===== config.mk =====
export PLATFORM = sky130hd
export DESIGN_NAME = laa_top
export DESIGN_NICKNAME = d
export VERILOG_FILES = /design/src/logic/laa_pkg.sv /design/src/logic/laa_top.sv
export VERILOG_INCLUDE_DIRS = /design/src /design/src/logic
export SDC_FILE = /design/constraint.sdc
export NUM_CORES = 1
export LEC_CHECK = 0
export BUFFER_PORTS_ARGS = -buffer_cell sky130_fd_sc_hd__buf_2
export CORE_UTILIZATION = 54
export CTS_BUF_LIST = sky130_fd_sc_hd__clkbuf_8
export DETAILED_ROUTE_END_ITERATION = 8
export GPL_TIMING_DRIVEN = 0
export PLACE_DENSITY = 0.77
export SKIP_LAST_GASP = 1
export SYNTH_ARGS = -nofsm -noshare
export SYNTH_HDL_FRONTEND = slang
export SYNTH_SLANG_ARGS = --single-unit

===== constraint.sdc =====
create_clock -name clk_i -period 2.3 [get_ports clk_i]
set_clock_uncertainty 0.1 [all_clocks]
set_input_delay 0 -clock clk_i [delete_from_list [all_inputs] [get_ports clk_i]]
set_output_delay 0 -clock clk_i [all_outputs]
set_load 0.005 [all_outputs]

===== src/logic/laa_defs.svh =====
// constants for the locality access arbiter
`ifndef LAA_DEFS_SVH
`define LAA_DEFS_SVH
`define LAA_NUM_LOC 5
`define LAA_BIT_VALID 7
`define LAA_BIT_ACTIVE 5
`define LAA_BIT_SEIZED 4
`define LAA_BIT_SEIZE 3
`define LAA_BIT_PENDING 2
`define LAA_BIT_REQUEST 1
`define LAA_BIT_ESTAB 0
`define LAA_SHUTDOWN_READ 8'hFF
`define LAA_IN_BUF_BYTES 16'h0300
`define LAA_NUM_TESTS 3'h7
`define LAA_TEST_REMAINING 3'h7
`define LAA_CONT_TEST_MS 1000
`define LAA_CLK_MHZ 100
`endif


===== src/logic/laa_pkg.sv =====
// types for the locality access arbiter
package laa_pkg;
	typedef enum logic [6:0] {
		LAA_ST_RESET = 7'h01,
		LAA_ST_NVLOAD = 7'h02,
		LAA_ST_TEST = 7'h04,
		LAA_ST_READY = 7'h08,
		LAA_ST_CONT = 7'h10,
		LAA_ST_ERROR = 7'h20,
		LAA_ST_DEAD = 7'h40
	} laa_state_e;
	typedef logic [4:0] laa_loc_t;
endpackage : laa_pkg


===== src/logic/laa_top.sv =====
// locality access register, ownership arbitration, self-test and error gating
`timescale 1ns/1ns
`include "laa_defs.svh"
//
// Function
// (RULE1) software writes one bit unless taking over
// (RULE2) multi-bit non-takeover write is discarded whole
// (RULE3) zero bits in a write change nothing
// (RULE4) bit 7 reads one only when valid
// (RULE5) valid stays zero until init completes
// (RULE6) software ignores bits while valid is zero
// (RULE7) never-valid device is treated as failed
// (RULE8) self-test hash, extend, startup, continue functions
// (RULE9) timeout capability query starts no self-test
// (RULE10) continue-selftest finishes within one second
// (RULE11) command input of 768 bytes accepted
// (RULE12) no good response after known error
// (RULE13) error goes to shutdown or error mode
// (RULE14) error mode keeps registers working, responses failing
// (RULE15) shutdown ignores access, reads return FFh
// (RULE16) software bounds its retries, then times out
// (RULE17) software requests via its own locality address
// (RULE18) request granted at once when unowned
// (RULE19) release grants highest pending, else none
// (RULE20) higher locality may take over ownership
// (RULE21) takeover from equal or lower is ignored
// (RULE22) active bit write clears active and request
module laa_top import laa_pkg::*; #(
	parameter int unsigned CONT_LIMIT = `LAA_CONT_TEST_MS * 1000 * `LAA_CLK_MHZ - 1
) (
	input wire logic clk_i,
	input wire logic resetn_i,
	input wire logic ce_i,
	input wire logic wr_i,
	input wire logic rd_i,
	input wire logic [2:0] loc_i,
	input wire logic [7:0] wdata_i,
	output logic [7:0] rdata_o,
	input wire logic nv_estab_i,
	output logic [2:0] bist_sel_o,
	output logic bist_req_o,
	input wire logic bist_done_i,
	input wire logic bist_pass_i,
	input wire logic cont_selftest_i,
	input wire logic cap_timeout_query_i,
	output logic cap_ack_o,
	output logic cmd_accept_o,
	output logic [15:0] in_buf_size_o,
	input wire logic error_i,
	input wire logic attack_i,
	input wire logic resp_valid_i,
	input wire logic resp_ok_i,
	input wire logic [7:0] resp_data_i,
	output logic resp_valid_o,
	output logic resp_ok_o,
	output logic [7:0] resp_data_o,
	output logic [4:0] owner_o,
	output logic error_mode_o
);
	// ************************************************************
	// reset and pin synchronisers
	// ************************************************************
	logic [1:0] rst_sync_r;
	logic rst_n;
	logic [1:0] estab_sync_r;
	always_ff @(posedge clk_i or negedge resetn_i) begin
		if (!resetn_i) begin
			rst_sync_r <= 2'h0;
		end else begin
			rst_sync_r <= {rst_sync_r[0], 1'b1};
		end
	end
	assign rst_n = rst_sync_r[1];

	always_ff @(posedge clk_i or negedge rst_n) begin
		if (!rst_n) begin
			estab_sync_r <= 2'h0;
		end else if (ce_i) begin
			estab_sync_r <= {estab_sync_r[0], nv_estab_i};
		end
	end

	// ************************************************************
	// self-test and error sequencer
	// ************************************************************
	laa_state_e state_r;
	logic [2:0] step_r;
	logic [31:0] cont_cnt_r;
	logic estab_r;
	logic regs_live;
	logic dead;
	assign dead = (state_r == LAA_ST_DEAD);
	// error mode still serves registers, the sequencer states before ready and the dead state hold them off
	assign regs_live = (state_r == LAA_ST_READY) || (state_r == LAA_ST_CONT) || (state_r == LAA_ST_ERROR);

	always_ff @(posedge clk_i or negedge rst_n) begin
		if (!rst_n) begin
			state_r <= LAA_ST_RESET;
			step_r <= 3'h0;
			cont_cnt_r <= 32'h0;
		end else if (ce_i) begin
			if (attack_i) begin
				state_r <= LAA_ST_DEAD; // see (RULE13)
			end else begin
				case (state_r)
					LAA_ST_RESET: state_r <= LAA_ST_NVLOAD;
					LAA_ST_NVLOAD: begin
						state_r <= LAA_ST_TEST;
						step_r <= 3'h0;
					end
					LAA_ST_TEST: begin
						if (error_i || (bist_done_i && !bist_pass_i)) begin
							state_r <= LAA_ST_ERROR; // see (RULE13)
						end else if (bist_done_i) begin
							// one pass per boot-critical function, in order
							if (step_r == `LAA_NUM_TESTS - 3'h1) begin
								state_r <= LAA_ST_READY; // see (RULE8)
							end
							step_r <= step_r + 3'h1;
						end
					end
					LAA_ST_READY: begin
						if (error_i) begin
							state_r <= LAA_ST_ERROR;
						end else if (cont_selftest_i) begin
							state_r <= LAA_ST_CONT;
							cont_cnt_r <= 32'h0;
						end
					end
					LAA_ST_CONT: begin
						// an overrun is treated as a failed test, not a silent pass
						if (error_i || (bist_done_i && !bist_pass_i) || cont_cnt_r == CONT_LIMIT) begin
							state_r <= LAA_ST_ERROR; // see (RULE10)
						end else if (bist_done_i) begin
							state_r <= LAA_ST_READY;
						end
						cont_cnt_r <= cont_cnt_r + 32'h1;
					end
					LAA_ST_ERROR: state_r <= LAA_ST_ERROR;
					LAA_ST_DEAD: state_r <= LAA_ST_DEAD;
					default: state_r <= LAA_ST_ERROR;
				endcase
			end
		end
	end

	// establishment bit reads zero until the stored value has been fetched
	always_ff @(posedge clk_i or negedge rst_n) begin
		if (!rst_n) begin
			estab_r <= 1'b0;
		end else if (ce_i && (state_r == LAA_ST_NVLOAD || state_r == LAA_ST_TEST)) begin
			// the synchroniser is still filling at the first load edge, so keep loading until ready
			estab_r <= estab_sync_r[1]; // see (RULE5)
		end
	end

	assign bist_req_o = (state_r == LAA_ST_TEST) || (state_r == LAA_ST_CONT);
	assign bist_sel_o = (state_r == LAA_ST_CONT) ? `LAA_TEST_REMAINING : step_r;
	assign cmd_accept_o = (state_r == LAA_ST_READY) || (state_r == LAA_ST_ERROR);
	assign in_buf_size_o = `LAA_IN_BUF_BYTES; // see (RULE11)
	assign error_mode_o = (state_r == LAA_ST_ERROR);

	// the query is served from fixed values, the sequencer never sees it
	always_ff @(posedge clk_i or negedge rst_n) begin
		if (!rst_n) begin
			cap_ack_o <= 1'b0;
		end else if (ce_i) begin
			cap_ack_o <= cap_timeout_query_i && cmd_accept_o; // see (RULE9)
		end
	end

	// ************************************************************
	// response gating
	// ************************************************************
	always_ff @(posedge clk_i or negedge rst_n) begin
		if (!rst_n) begin
			resp_valid_o <= 1'b0;
			resp_ok_o <= 1'b0;
			resp_data_o <= 8'h00;
		end else if (ce_i) begin
			resp_valid_o <= resp_valid_i && !dead; // see (RULE15)
			resp_ok_o <= resp_valid_i && resp_ok_i && state_r == LAA_ST_READY && !error_i; // see (RULE12)
			// payload is zeroed outside the working state so no secret leaks with an error code
			resp_data_o <= (state_r == LAA_ST_READY && !error_i) ? resp_data_i : 8'h00; // see (RULE14)
		end
	end

	// ************************************************************
	// locality arbitration
	// ************************************************************
	laa_loc_t active_r;
	laa_loc_t req_r;
	laa_loc_t seized_r;
	laa_loc_t me;
	logic wr_ok;
	logic one_hot;
	logic seize_ok;
	logic [2:0] act_idx;

	function automatic laa_loc_t hi_pick(input laa_loc_t v);
		laa_loc_t r;
		r = 5'h00;
		for (int i = 0; i < `LAA_NUM_LOC; i++) begin
			if (v[i]) begin
				r = 5'h01 << i;
			end
		end
		return r;
	endfunction : hi_pick

	always_comb begin
		act_idx = 3'h0;
		for (int i = 0; i < `LAA_NUM_LOC; i++) begin
			if (active_r[i]) begin
				act_idx = 3'(i);
			end
		end
	end

	assign me = (loc_i < 3'(`LAA_NUM_LOC)) ? (5'h01 << loc_i) : 5'h00;
	assign wr_ok = ce_i && wr_i && regs_live && |me;
	assign one_hot = ($countones(wdata_i) == 1); // see (RULE2)
	assign seize_ok = wdata_i[`LAA_BIT_SEIZE] && loc_i != 3'h0 && (active_r == 5'h00 || loc_i > act_idx); // see (RULE21)

	always_ff @(posedge clk_i or negedge rst_n) begin
		if (!rst_n) begin
			active_r <= 5'h00;
			req_r <= 5'h00;
			seized_r <= 5'h00;
		end else if (wr_ok) begin
			if (wdata_i[`LAA_BIT_SEIZE]) begin
				if (seize_ok) begin
					active_r <= me; // see (RULE20)
					req_r <= req_r & ~me;
					seized_r <= (seized_r | active_r) & ~(wdata_i[`LAA_BIT_SEIZED] ? me : 5'h00);
				end
			end else if (one_hot) begin
				if (wdata_i[`LAA_BIT_ACTIVE]) begin
					if ((active_r & me) != 5'h00) begin
						active_r <= hi_pick(req_r & ~me); // see (RULE19)
						req_r <= req_r & ~me & ~hi_pick(req_r & ~me);
					end else begin
						req_r <= req_r & ~me; // see (RULE22)
					end
				end else if (wdata_i[`LAA_BIT_SEIZED]) begin
					seized_r <= seized_r & ~me;
				end else if (wdata_i[`LAA_BIT_REQUEST]) begin
					if (active_r == 5'h00) begin
						active_r <= me; // see (RULE18)
					end else if ((active_r & me) == 5'h00) begin
						req_r <= req_r | me; // see (RULE17)
					end
				end
			end
		end
	end
	assign owner_o = active_r;

	// ************************************************************
	// register read
	// ************************************************************
	always_ff @(posedge clk_i or negedge rst_n) begin
		if (!rst_n) begin
			rdata_o <= 8'h00;
		end else if (ce_i && rd_i) begin
			if (dead) begin
				rdata_o <= `LAA_SHUTDOWN_READ; // see (RULE15)
			end else begin
				rdata_o <= {regs_live, 1'b0, |(active_r & me), |(seized_r & me), 1'b0,
					|(req_r & ~me), |(req_r & me), estab_r}; // see (RULE4)
			end
		end
	end

	// ************************************************************
	// checks
	// ************************************************************
	chk_valid_before_init: assert property (@(posedge clk_i) disable iff (!rst_n) // see (RULE5)
		(ce_i && rd_i && !dead && !regs_live) |=> rdata_o[7] == 1'b0) else $error("valid bit set before init");
	chk_shutdown_read_ff: assert property (@(posedge clk_i) disable iff (!rst_n) // see (RULE15)
		(ce_i && rd_i && dead) |=> rdata_o == 8'hFF) else $error("shutdown read not FFh");
	chk_multibit_ignored: assert property (@(posedge clk_i) disable iff (!rst_n) // see (RULE2)
		(wr_ok && !wdata_i[3] && $countones(wdata_i) > 1) |=> $stable(active_r) && $stable(req_r) && $stable(seized_r))
		else $error("multi-bit write took effect");
	chk_idle_grant: assert property (@(posedge clk_i) disable iff (!rst_n) // see (RULE18)
		(wr_ok && wdata_i == 8'h02 && active_r == 5'h00) |=> active_r == $past(me)) else $error("idle request not granted");
	chk_release_none: assert property (@(posedge clk_i) disable iff (!rst_n) // see (RULE19)
		(wr_ok && wdata_i == 8'h20 && (active_r & me) != 5'h00 && req_r == 5'h00) |=> active_r == 5'h00)
		else $error("release left an owner");
	chk_takeover_ignored: assert property (@(posedge clk_i) disable iff (!rst_n) // see (RULE21)
		(wr_ok && wdata_i[3] && active_r != 5'h00 && loc_i <= act_idx) |=> $stable(active_r))
		else $error("low takeover took effect");
	chk_takeover_wins: assert property (@(posedge clk_i) disable iff (!rst_n) // see (RULE20)
		(wr_ok && wdata_i[3] && loc_i != 3'h0 && active_r != 5'h00 && loc_i > act_idx) |=> active_r == $past(me))
		else $error("takeover failed");
	chk_release_clears: assert property (@(posedge clk_i) disable iff (!rst_n) // see (RULE22)
		(wr_ok && wdata_i == 8'h20) |=> (req_r & $past(me)) == 5'h00) else $error("release kept request");
	chk_no_good_resp: assert property (@(posedge clk_i) disable iff (!rst_n) // see (RULE12)
		(ce_i && state_r != LAA_ST_READY) |=> !resp_ok_o) else $error("good response outside ready");
	chk_query_no_test: assert property (@(posedge clk_i) disable iff (!rst_n) // see (RULE9)
		(ce_i && cap_timeout_query_i && state_r == LAA_ST_READY && !cont_selftest_i && !error_i && !attack_i)
		|=> state_r == LAA_ST_READY) else $error("query started a test");
endmodule : laa_top


=== Word-level counts from Yosys, hierarchy flattened ===
Index checks and enable logic that the tools add are counted.

* Add/subtract/negate cells: 9
* Multiply operators: 0
* Divide/modulo/power cells: 0
* $lt $le $gt $ge: 2
* Equal/unequal tests: 23
* Shift operators: 1
* Multiplexer cells: 55
* Bitwise operators: 13
* Reduce and logical (&&, ||, !) cells: 47

{| class="wikitable"
|+ Operators with widths
! operator !! count
|-
| $mux 5 || 32
|-
| $mux 32 || 2
|-
| $pmux 32 s2 || 1
|-
| $mux 7 || 8
|-
| $pmux 7 s6 || 1
|-
| $and 5x5->5 || 7
|-
| $add 32x1->32 const B || 1
|-
| $eq 32x27->1 const B || 1
|-
| $reduce_or 5->1 || 5
|-
| $reduce_and 5->1 || 4
|-
| $mux 3 || 6
|-
| $mux 8 || 2
|-
| $ne 4x4->1 const B || 4
|-
| $not 5->5 || 3
|-
| $logic_and 1x1->1 || 14
|-
| $reduce_and 7->1 || 2
|-
| $reduce_bool 3->1 || 4
|-
| $logic_not 5->1 || 2
|-
| $ne 2x2->1 const B || 5
|-
| $or 5x5->5 || 2
|-
| $add 1x1->2 || 4
|-
| $logic_or 1x1->1 || 8
|-
| $reduce_bool 2->1 || 4
|-
| $eq 7x1->1 const B || 1
|-
| other kinds (22) || 27
|}

* Register bits: 81
* Latch bits: 0
* Memory bits (writable): 0
* Bits in read-only memories: 0
* Bits of input ports: 33
* Output and inout bits: 46
* Memories kept: 0

=== Longest topological paths before layout ===
Gate-level depths: netlist (run 1).

* Depth after elaboration: 20
* Gate-level depth with buffers: 13

=== Worst setup path after synthesis (run 1) ===
No wires, ideal clock.

* Path type: input port to flip-flop
* Start: input port wdata_i[3]
* End: register active_r[0] (netlist: owner_o[0])
* Setup time: 0.128 ns
* Arrival time: 3.715 ns
* Data required time: 2.072 ns
* Path slack: -1.643 ns
* Stages: 13
* Cell sequence: buf_2 -> inv_1 -> fa_1 -> fa_1 -> fa_1 -> inv_1 -> ha_1 -> inv_1 -> fa_1 -> a2111oi_0 -> o21ai_1 -> a221o_1 -> mux2_1

* Word-level cells in the longest chain between the ends: 6
* Elaborated cells between the ends (all ways): 14
* Those cells by class: 3 x add/sub; 4 x eq/ne; 1 x mux; 6 x reduce/logical

{| class="wikitable"
|+ Ends and longest elaborated chain
! item !! RTL line !! RTL
|-
| start, declared || laa_top.sv:37 || <nowiki>input wire logic [7:0] wdata_i,</nowiki>
|-
| $add 1x1->2 (not written as such) || laa_top.sv:222 || <nowiki>assign one_hot = ($countones(wdata_i) == 1);</nowiki>
|-
| $add 2x2->3 (not written as such) || laa_top.sv:222 ||
|-
| $add 3x3->4 (not written as such) || laa_top.sv:222 ||
|-
| $eq 4x1->1 || laa_top.sv:222 ||
|-
| $reduce_bool 2->1 (no line) || - ||
|-
| $reduce_and 7->1 (no line) || - ||
|-
| end signal, assigned || laa_top.sv:233 || <nowiki>active_r <= me;</nowiki>
|-
| end signal, assigned || laa_top.sv:240 || <nowiki>active_r <= hi_pick(req_r & ~me);</nowiki>
|-
| end signal, assigned || laa_top.sv:249 || <nowiki>active_r <= me;</nowiki>
|-
| end, declared || laa_top.sv:191 || <nowiki>laa_loc_t active_r;</nowiki>
|}

Several ways; a longest one is shown, not always the timed one.
A chain may end at the register's enable or synchronous reset.

=== Worst setup path after layout (run 1) ===
* Start: input port wdata_i[0]
* End: register active_r[4] (netlist: owner_o[4])

* Word-level cells in the longest chain between the ends: 6

{| class="wikitable"
|+ Ends and longest elaborated chain
! item !! RTL line
|-
| $add 1x1->2 (not written as such) || laa_top.sv:222
|-
| $add 2x2->3 (not written as such) || laa_top.sv:222
|-
| $add 3x3->4 (not written as such) || laa_top.sv:222
|-
| $eq 4x1->1 || laa_top.sv:222
|-
| $reduce_bool 2->1 (no line) || -
|-
| $reduce_and 7->1 (no line) || -
|}

Every way passes these cells.

==> reports/metrics.yaml, run 1 <==
status:
  status: "complete, but fails checks"
  failed_checks: "setup timing"
routing:
  ant_nets: 0
  post_drt_wl_per_cell_um: 16.8
  totalWireLength_mm: 14.3
  route.detailed.drc: 0
  drtIter0Drc: 445
  via_per_inst: 6.04
  num_vias: 5146
  drtPass1Iterations: 5
floorplan:
  die_area_sq_mm: 0.00999
  start_util: 0.558
  core_sq_mm: 0.00928
  io_pins: 79
  die_w_um: 99.9
  die_h_um: 99.9
  fp-row-count: 35
synthesis:
  synth_top_cell_by_area: "dfrtp_1"
  syn_avg_cell_area_sq_um: 8.99
  synthFlopType: "dfrtp_1"
  yosysTopAreaCellShare: 0.382
  synthArstFlopShare: 1.00
  synth.cell_area_sq_mm: 0.00518
  yosysSeqAreaShare: 0.387
  synth_seq_cells: 80
  yosysUniqueCellTypes: 78
  syn-instance-count: 576
  ys_top_cells_by_area: "dfrtp_1 (38%), o21ai_0 (3.9%), a21oi_1 (3.5%)"
  synth_edf_count: 0
  synth_warnings: 0
worst_setup_path:
  r2r_slack_ns: -0.49
  crit_type: "input pin to register"
  cp.buffers_inverters: 4
  cp.depth: 13
  critical-path-top-delay-family: "adder cells"
  r2r-start: "owner_o[4]"
  cp.arrival_ns: 3.32
  cp-endpoint: "owner_o[4]"
  crit_path_max_fanout: 5
  required_ns: 2.45
  cp_cell_sequence: "buf_6 > inv_2 > fa_1 > fa_1 > fa_1 > inv_2 > ha_4 > inv_2 > fa_2 > and3_4 > o21ai_4 > a221o_2 > mux2_1"
  slowest_delay_ns: 0.54
  cp-end-kind: "register"
  critPathSlowestCell: "fa_1"
  regToRegEndpoint: "owner_o[4]"
  start_kind: "input pin"
  critPathLaunch: "wdata_i[0]"
  ff2ff_path_depth: 8
timing:
  slew_headroom: 0.518
  post-route-period-util: 1.38
  maxSlewViolCount: 0
  worstMarginPinSlew_ns: 0.716
  setup_slack_ns: -0.869
  clock.fmax_ghz: 0.316
  hold_viol: 0
  hold_ws_ns: 0.0238
  rsz0062_at_grt: "yes"
  layout_min_cycle_time_ns: 3.17
  setup_viol: 15
clocking:
  clk_pin_slew_worst_paths_ns: 0.09
  tritoncts: "built"
  clock-sinks: 80
  clock_latency_ns: 0.35
  cts_root_buffer: "clkbuf_8"
  h-tree-depth: 3
  clk_path_buf_depth: 2
  cts_buffers: 9
global_routing:
  grt.total_usage: 0.291
  grt_max_degree: 72
  gr-total-overflow: 0
  antenna_found_initial: 0
  grt_pass1_vias: 4847
  grt_pass1_wl_mm: 23.2
placed_design:
  place.gp.congestion: 0.871
  place_hpwl_mm: 9.34
  io_buffers: 58
  pre_cts_ws_ns: -1.44
finish:
  syn_to_final_growth_pct: 31.4
  nets: 764
  final.fill_count: 670
  layout-drive-gt1-share: 0.307
  n_antenna_cell: 0
  seqCellArea_sq_mm: 0.00201
  multi_input_area_sq_mm: 0.00310
power_and_ir_drop:
  p_leak_nw: 3.02
  swShare: 0.295
  comb_power_share: 0.239
  p_int_w: 0.00252
  p_per_area_mw_per_mm2: 525
  p_clk_frac: 0.329
  power_switching_w: 0.00105
  power_frac_seq: 0.432
  irDropWorstVdd_uv: 342
worst_hold_path:
  hold-path-cell-count: 3
  hp-start: "loc_i[0]"
  hold_class: "input pin to register"
job:
  maxCapViolations: 0
-- metrics by stage --
step,std cells,TNS [ns],util,power [W],cell area [sq um]
final,852,-11.93,0.733,0.00358,6810
after global placement,778,-23.82,0.620,0.00220,5750
after CTS,838,-11.55,0.706,0.00349,6560
after global routing,852,-13.72,0.733,0.00375,6810
after detailed placement,779,-25.53,0.623,0.00223,5780
after floorplan,591,-15.68,-,0.00203,5300
-- cell usage in the layout, fill, tap and decap left out, drive strengths merged, types with 5 or more instances in the layout --
master	instances
a2111oi	8
a211oi	5
a21oi	37
and2	5
and3	8
buf	134
clkbuf	17
conb	17
dfrtp	79
dlygate4sd3	18
ha	9
inv	47
mux2	13
mux2i	8
nand2	41
nand2b	7
nand3	28
nand4	11
nor2	31
nor2b	8
nor3	11
nor4	6
nor4b	5
o211ai	7
o21ai	45
o31ai	13
or3	13
or4	11
-- sequential cells by signal, summed over array words and instances (netlist names) --
name and cells:
estab_r 1, state_r 7, cont_cnt_r 32, cap_ack_o 1, resp_ok_o 1, owner_o 5, req_r 5, resp_data_o 8
step_r 3, rst_sync_r 2, seized_r 5, resp_valid_o 1, rdata_o 7, estab_sync_r 2
-- layout make-up --
type                       instances  share of cell area
clock inverter                     6              0.0125
multi-input combinational        422               0.456
tap                              129              0.0237
sequential                        80               0.295
buffer                            40              0.0423
clock buffer                      10              0.0202
timing repair buffer             119               0.124
inverter                          46              0.0265
-- routing by layer --
metal | global-route usage | vias to the layer above | wire [um]
met3 | 0.0571 | 32 | 1100
met5 | 0 | - | 0
met1 | 0.378 | 2469 | 5990
met4 | 0.0826 | 0 | 250
met2 | 0.494 | 268 | 6990
li1 | - | 2377 | -
-- logic make-up after synthesis --
family                     after synthesis  share of synthesized area
other                                    2                    0.00145
AOI/OAI and AO/OA                      160                      0.207
and+or+nand+nor                        200                      0.222
buffers and inverters                   91                     0.0819
xor gates and xnor gates                 7                     0.0118
adders and majority gates               13                     0.0372
DFF                                     80                      0.387
muxes                                   23                     0.0524
-- repair_timing --
item                                    4_1_cts  5_1_grt
endpoints found under the hold margin        23        0
setup buffers                                25       17
resized for setup                            44       43
pin swaps                                    14       19
hold buffers                                 18        0
endpoints found under the setup margin       45       48
cloned                                        2        0
-- worst register-to-register path, stage by stage (launching register included) --
cell	delay, ns
dfrtp_1	0.47
inv_1	0.16
o21ai_0	0.14
ha_1	0.33
nand3b_1	0.08
a32oi_1	0.35
o211ai_4	0.21
a221o_2	0.51
mux2_1	0.33
-- Yosys cell counts, types with 3 or more instances --
library cell   n
a31oi_1        4
inv_1         46
mux2i_1        8
o21ai_1        4
nand2_1       40
a21oi_1       36
or3_1         12
buf_2         11
or4_1         10
dfrtp_1       79
and4_1         3
o21a_1         4
xnor2_1        4
nor4_1         5
o211ai_1       6
o21ai_0       40
nor3_2         3
nor3_1         8
a2111oi_0      8
o31ai_1       13
nor4b_1        3
nand3b_1       3
o2111ai_1      4
clkbuf_1      14
a21o_1         3
fa_1           4
a22oi_1        3
and3_1         8
nor2_1        29
and2_1         5
buf_4         18
a211oi_1       5
o22ai_1        4
ha_1           9
nor2b_1        8
nand2b_1       7
nand4_1       11
xor2_1         3
mux2_1         8
mux2_2         5
nand3_1       28
-- how the worst min path moves through the flow --
stage / to / slack (ns)
after floorplan: rst_sync_r[0] / -0.40
after global placement: rst_sync_r[0] / -0.31
after detailed placement: rst_sync_r[0] / -0.31
after CTS: req_r[2] / 0.01
after global routing: req_r[2] / 0.01
final: req_r[3] / 0.02
-- power by group through the flow --
stage	combinational (W)	sequential (W)	clock [W]
floorplan	0.000450	0.00158	0
global placement	0.000613	0.00159	0
detailed placement	0.000662	0.00157	0
CTS	0.000763	0.00154	0.00119
global route	0.000937	0.00156	0.00126
finish	0.000856	0.00155	0.00117
Power figures use the tool's default switching activity.
==> run 2: changes to the inputs <==
--- a/config.mk
+++ b/config.mk
@@ -6,6 +6,7 @@
 export SDC_FILE = /design/constraint.sdc
 export NUM_CORES = 1
 export LEC_CHECK = 0
+export ABC_AREA = 1
 export BUFFER_PORTS_ARGS = -buffer_cell sky130_fd_sc_hd__buf_2
 export CORE_UTILIZATION = 54
 export CTS_BUF_LIST = sky130_fd_sc_hd__clkbuf_8
==> reports/metrics.yaml, run 2 <==
status:
  status: "complete, but fails checks"
  failed_checks: "setup timing"
clocking:
  clk_pin_slew_worst_paths_ns: 0.09  # about the same
  clock_latency_ns: 0.37  # +0.02 ns
  cts_root_buffer: "clkbuf_8"
  cts_buffers: 9  # unchanged
  clk_path_buf_depth: 2  # unchanged
  clock-sinks: 80  # unchanged
  h-tree-depth: 3  # unchanged
  tritoncts: "built"
floorplan:
  start_util: 0.566  # +0.00774
  die_w_um: 101  # +1.1%
  die_h_um: 101  # +1.1%
  io_pins: 79  # unchanged
  die_area_sq_mm: 0.0102  # +2.3%
  fp-row-count: 35  # unchanged
  core_sq_mm: 0.00937  # +0.94%
timing:
  maxSlewViolCount: 0  # unchanged
  post-route-period-util: 1.31  # -0.0715
  layout_min_cycle_time_ns: 3.00  # -0.164 ns
  clock.fmax_ghz: 0.333  # +5.5%
  setup_slack_ns: -0.704  # +0.164 ns
  hold_viol: 0  # unchanged
  rsz0062_at_grt: "yes"
  setup_viol: 15  # unchanged
  hold_ws_ns: 0.0178  # -0.00591 ns
finish:
  largest_register: "cont_cnt_r"
  final_cells: 1019  # +20%
  reg_top3: "cont_cnt_r (32), resp_data_o (8)"
  syn_to_final_growth_pct: 22.4
  multi_input_area_sq_mm: 0.00285  # -8.2%
  utilization: 0.692  # -0.0408
  layout-drive-gt1-share: 0.188  # -0.119
  largest_reg_flops: 32  # unchanged
  nets: 931  # +22%
  seqCellArea_sq_mm: 0.00201  # -0.12%
  final.fill_count: 765  # +14%
  final_common_cell: "nand2_1"
  layout_common_cells: "nand2_1 (207), inv_1 (93), nor2_1 (88)"
  n_antenna_cell: 0  # unchanged
synthesis:
  synth_warnings: 0  # unchanged
  yosysUniqueCellTypes: 40  # -49%
  yosysTopAreaCellShare: 0.373  # -0.00874
  synth_edf_count: 0  # unchanged
  ys_top_cells_by_area: "dfrtp_1 (37%), nand2_1 (15%), inv_1 (6.9%)"
  synth.cell_area_sq_mm: 0.00530  # +2.3%
  synth_seq_cells: 80  # unchanged
  syn_avg_cell_area_sq_um: 6.91  # -23%
  synthFlopType: "dfrtp_1"
  synth_most_common_cell: "nand2_1"
  yosysSeqAreaShare: 0.378  # -0.00886
  synthArstFlopShare: 1.00  # unchanged
  syn-instance-count: 767  # +33%
  synth_top_cell_by_area: "dfrtp_1"
  ys_top_cells_by_count: "nand2_1 (214), inv_1 (98), nor2_1 (89), dfrtp_1 (79), o21ai_0 (64)"
routing:
  drtPass1Iterations: 5  # unchanged
  via_per_inst: 5.38  # -11%
  drtIter0Drc: 543  # +22%
  post_drt_wl_per_cell_um: 14.2  # -15%
  totalWireLength_mm: 14.5  # +1.2%
  ant_nets: 0  # unchanged
  route.detailed.drc: 0  # unchanged
  num_vias: 5482  # +6.5%
job:
  maxCapViolations: 0  # unchanged
worst_setup_path:
  crit_path_max_fanout: 5  # unchanged
  r2r-start: "owner_o[4]"
  ff2ff_path_depth: 12  # +4
  start_kind: "input pin"
  critPathLaunch: "wdata_i[0]"
  cp-end-kind: "register"
  crit_type: "input pin to register"
  cp.arrival_ns: 3.16  # -0.16 ns
  cp-endpoint: "seized_r[2]"
  r2r_slack_ns: 0.20  # +0.69 ns
  required_ns: 2.46  # about the same
  regToRegEndpoint: "seized_r[2]"
placed_design:
  place_hpwl_mm: 10.4  # +11%
  placed_cells: 973  # +25%
  pre_cts_ws_ns: -1.33  # +0.110 ns
  place.gp.congestion: 0.955  # +9.7%
  io_buffers: 61  # +5.2%
global_routing:
  grt_max_degree: 65  # -9.7%
  gr-total-overflow: 0  # unchanged
  grt.total_usage: 0.304  # +0.0137
  antenna_found_initial: 0  # unchanged
  grt_pass1_wl_mm: 24.1  # +3.6%
  grt_pass1_vias: 5158  # +6.4%
power_and_ir_drop:
  p_leak_nw: 3.13  # +3.8%
  irDropWorstVdd_uv: 471  # +38%
  p_per_area_mw_per_mm2: 515  # -1.9%
worst_hold_path:
  hold_class: "input pin to register"
run 2: cell count changes in the layout (fill, tap and decap cells not counted), sizes merged, moves of 29 or more:
cell,change
nand2,+182
nor2,+72
inv,+58
buf,-36
o21ai,+33
nand3,+29
run 2: report_power, final:
part           internal, W  switching [W]
Clock             0.000625       0.000580
Combinational     0.000265       0.000349
Sequential         0.00146      0.0000654
run 2: critical path, cell delays in order:
cell and delay, ns:
buf_6 0.07, inv_2 0.03, fa_1 0.54, fa_1 0.43
fa_1 0.46, inv_2 0.08, ha_4 0.13, inv_2 0.04
fa_1 0.48, nand2_1 0.05, nor2_1 0.11, nand2_1 0.09
nand2_2 0.08, nand3_4 0.12, nor2_4 0.15, nand3_2 0.14
nand2_1 0.09, o21ai_0 0.07
run 2: cell type report:
| cell class | count | share of cell area |
|---|---|---|
| flip-flops and latches | 80 | 0.309 |
| clock inverters | 7 | 0.0158 |
| multi-input cells | 569 | 0.439 |
| repair buffers | 92 | 0.0968 |
| clock buffers | 9 | 0.0191 |
| inverters | 103 | 0.0604 |
| well taps | 129 | 0.0249 |
| plain buffers | 30 | 0.0349 |
run 2: how the worst min path moves through the flow:
stage                        start              to  cells after the start
after global routing          ce_i  resp_data_o[0]                      4
after CTS                     ce_i  resp_data_o[2]                      4
after global placement    resetn_i   rst_sync_r[0]                      1
after detailed placement  resetn_i   rst_sync_r[1]                      1
after floorplan           resetn_i   rst_sync_r[0]                      0
final                         ce_i  resp_data_o[4]                      4
run 2: repair_timing:
item                                    CTS  global route
endpoints found under the hold margin    25             0
cloned                                    1             0
pin swaps                                 3             2
setup buffers                             4             3
gates resized for setup                  20            16
hold buffers                             23             0
endpoints found under the setup margin   15            15
run 2: per-stage QoR:
stage | total power, W | setup TNS (ns) | instance area, sq um
after floorplan | 0.00188 | -14.72 | 5390
after global placement | 0.00203 | -17.73 | 5850
after detailed placement | 0.00206 | -19.15 | 5880
after CTS | 0.00332 | -11.26 | 6440
after global routing | 0.00350 | -11.58 | 6490
final | 0.00334 | -9.77 | 6490
run 2: cells by family (layout without fill, tap and decap cells):
group	after synthesis	after routing	synth area share
AO/OA/AOI/OAI	111	111	0.112
XOR/XNOR	5	5	0.00826
adder cells (fa/ha/maj)	13	13	0.0364
buffers and inverters	134	241	0.114
flip-flops	80	80	0.378
other	2	17	0.00142
AND/OR/NAND/NOR	422	423	0.351
run 2: layer usage:
layer | global-route usage | vias to the layer above | routed length, um
met1 | 0.403 | 2553 | 6360
met3 | 0.0562 | 40 | 944
li1 | - | 2668 | -
met2 | 0.502 | 221 | 6890
met4 | 0.103 | 0 | 303
met5 | 0 | - | 0
==> run 3: changes to the inputs <==
--- a/config.mk
+++ b/config.mk
@@ -13,6 +13,7 @@
 export DETAILED_ROUTE_END_ITERATION = 8
 export GPL_TIMING_DRIVEN = 0
 export PLACE_DENSITY = 0.77
+export SKIP_CTS_REPAIR_TIMING = 1
 export SKIP_LAST_GASP = 1
 export SYNTH_ARGS = -nofsm -noshare
 export SYNTH_HDL_FRONTEND = slang
==> reports/metrics.yaml, run 3 (synthesis results as in run 2) <==
clocking:
  tritoncts: "built"
  clk_path_buf_depth: 2  # unchanged
  clock_latency_ns: 0.37  # about the same
  cts_buffers: 9  # unchanged
  cts_root_buffer: "clkbuf_8"
  clock-sinks: 80  # unchanged
  h-tree-depth: 3  # unchanged
  clk_pin_slew_worst_paths_ns: 0.09  # about the same
placed_design:
  placed_cells: 973  # unchanged
  place_hpwl_mm: 10.4  # unchanged
  place.gp.congestion: 0.955  # unchanged
  io_buffers: 61  # unchanged
global_routing:
  grt_max_degree: 65  # unchanged
  grt_pass1_vias: 4876  # -5.5%
  grt.total_usage: 0.287  # -0.0175
  grt_pass1_wl_mm: 22.7  # -5.4%
  antenna_found_initial: 0  # unchanged
  gr-total-overflow: 0  # unchanged
worst_setup_path:
  cp_cell_sequence: "buf_12 > inv_6 > buf_8 > fa_1 > fa_1 > fa_1 > inv_2 > ha_4 > inv_2 > fa_1 > nand2_1 > nor2_1 > nand2_1 > nand2_2 > nand3_4 > nor2_4 > nand3_2 > nand2_1 > o21ai_0"
  slowest_delay_ns: 0.53  # about the same
  cp-end-kind: "register"
  cp.buffers_inverters: 5  # +1
  required_ns: 2.46  # about the same
  crit_type: "input pin to register"
  cp.arrival_ns: 3.26  # +0.10 ns
  crit_path_frequent_cell: "fa_1"
  critical-path-top-delay-family: "adder cells"
  crit_path_max_fanout: 5  # unchanged
  start_kind: "input pin"
  critPathSlowestCell: "fa_1"
finish:
  layout_common_cells: "nand2_1 (209), inv_1 (95), nor2_1 (88)"
  nets: 927  # -0.43%
  final.fill_count: 769  # +0.52%
  final_cells: 1015  # -0.39%
  largest_register: "cont_cnt_r"
  final_common_cell: "nand2_1"
  utilization: 0.687  # -0.00494
  layout-drive-gt1-share: 0.179  # -0.00818
  largest_reg_flops: 32  # unchanged
  n_antenna_cell: 0  # unchanged
  multi_input_area_sq_mm: 0.00284  # -0.31%
  seqCellArea_sq_mm: 0.00201  # unchanged
  syn_to_final_growth_pct: 21.6
  reg_top3: "cont_cnt_r (32), resp_data_o (8)"
power_and_ir_drop:
  irDropWorstVdd_uv: 491  # +4.3%
  p_int_w: 0.00234  # -0.30%
  comb_power_share: 0.182  # -0.002
  power_frac_seq: 0.457  # about the same
  power_switching_w: 0.000999  # +0.43%
  p_leak_nw: 3.11  # -0.65%
  p_clk_frac: 0.362  # +0.002
  swShare: 0.299  # +0.00152
  p_per_area_mw_per_mm2: 519  # +0.63%
timing:
  maxSlewViolCount: 0  # unchanged
  setup_slack_ns: -0.803  # -0.0987 ns
  setup_viol: 15  # unchanged
  clock.fmax_ghz: 0.322  # -3.2%
  post-route-period-util: 1.35  # +0.0429
  rsz0062_at_grt: "yes"
  hold_viol: 0  # unchanged
  layout_min_cycle_time_ns: 3.10  # +0.0987 ns
status:
  failed_checks: "setup timing"
  status: "complete, but fails checks"
floorplan:
  start_util: 0.566  # unchanged
  io_pins: 79  # unchanged
  die_h_um: 101  # unchanged
  core_sq_mm: 0.00937  # unchanged
  die_w_um: 101  # unchanged
  fp-row-count: 35  # unchanged
  die_area_sq_mm: 0.0102  # unchanged
routing:
  drtPass1Iterations: 5  # unchanged
  via_per_inst: 5.39  # +0.17%
  ant_nets: 0  # unchanged
  route.detailed.drc: 0  # unchanged
  num_vias: 5470  # -0.22%
  post_drt_wl_per_cell_um: 14.3  # +0.41%
  totalWireLength_mm: 14.5  # about the same
  drtIter0Drc: 455  # -16%
worst_hold_path:
  hold_class: "input pin to register"
job:
  maxCapViolations: 0  # unchanged
==> run 3: changes by cell type in the layout (fill, tap and decap cells not counted), sizes merged <==
cell,delta
dlygate4sd3,-1
buf,-3
==> run 3: per-stage QoR <==
stage	worst slack [ns]	setup TNS [ns]	total power, W	hold slack, ns	instance area (sq um)
5_1_grt	-0.929	-13.26	0.00349	0.0172	6440
4_1_cts	-0.948	-13.44	0.00325	-0.708	6110
2_1_floorplan	-1.01	-14.72	0.00188	-0.396	5390
6_report	-0.803	-11.41	0.00334	0.00423	6440
3_5_place_dp	-1.33	-19.15	0.00206	-0.311	5880
3_3_place_gp	-1.23	-17.73	0.00203	-0.316	5850
==> run 3: final timing paths <==
check	slack, ns	cells past startpoint	startpoint	end
worst max-delay path	-0.80	19	wdata_i[3]	seized_r[0]
worst min-delay path	0.004	5	wdata_i[3]	req_r[4]
worst max register to register	0.20	11	cont_cnt_r[0]	state_r[5]
worst min register to register	0.09	0	rst_sync_r[1]	cont_cnt_r[25]
max in group asynchronous	1.41	1	rst_sync_r[1]	state_r[0]
min in group asynchronous	0.09	0	rst_sync_r[1]	cont_cnt_r[25]
==> run 3: area by class of cell <==
class / instances / share of cell area
inverter: 103 / 0.0608
clock buffer: 9 / 0.0192
clock inverter: 7 / 0.0159
tap: 129 / 0.0251
buffer: 31 / 0.0375
multi-input combinational: 569 / 0.441
sequential: 80 / 0.312
timing repair buffer: 87 / 0.0893
==> run 3: worst register-to-register path, stage by stage, from the launching register on <==
cell and delay [ns]:
dfrtp_1 0.39, ha_1 0.17, nand2_1 0.08, nor2_1 0.22, nand2_2 0.17, nor2_1 0.13
nand2_1 0.14, nand4_1 0.14, nand3_2 0.13, buf_4 0.20, nand2_1 0.06, o21ai_0 0.07
==> run 3: power by group through the flow <==
| stage | Combinational (W) | Sequential [W] | Clock (W) |
|---|---|---|---|
| 2_1_floorplan | 0.000330 | 0.00155 | 0 |
| 3_3_place_gp | 0.000459 | 0.00157 | 0 |
| 3_5_place_dp | 0.000511 | 0.00155 | 0 |
| 4_1_cts | 0.000512 | 0.00152 | 0.00122 |
| 5_1_grt | 0.000683 | 0.00153 | 0.00127 |
| 6_report | 0.000607 | 0.00153 | 0.00121 |
==> run 3: metal layers <==
layer	wire length, um	track usage	vias up
li1	-	-	2665
met1	6380	0.390	2558
met2	6890	0.465	220
met3	954	0.0520	27
met4	280	0.0892	0
met5	0	0	-
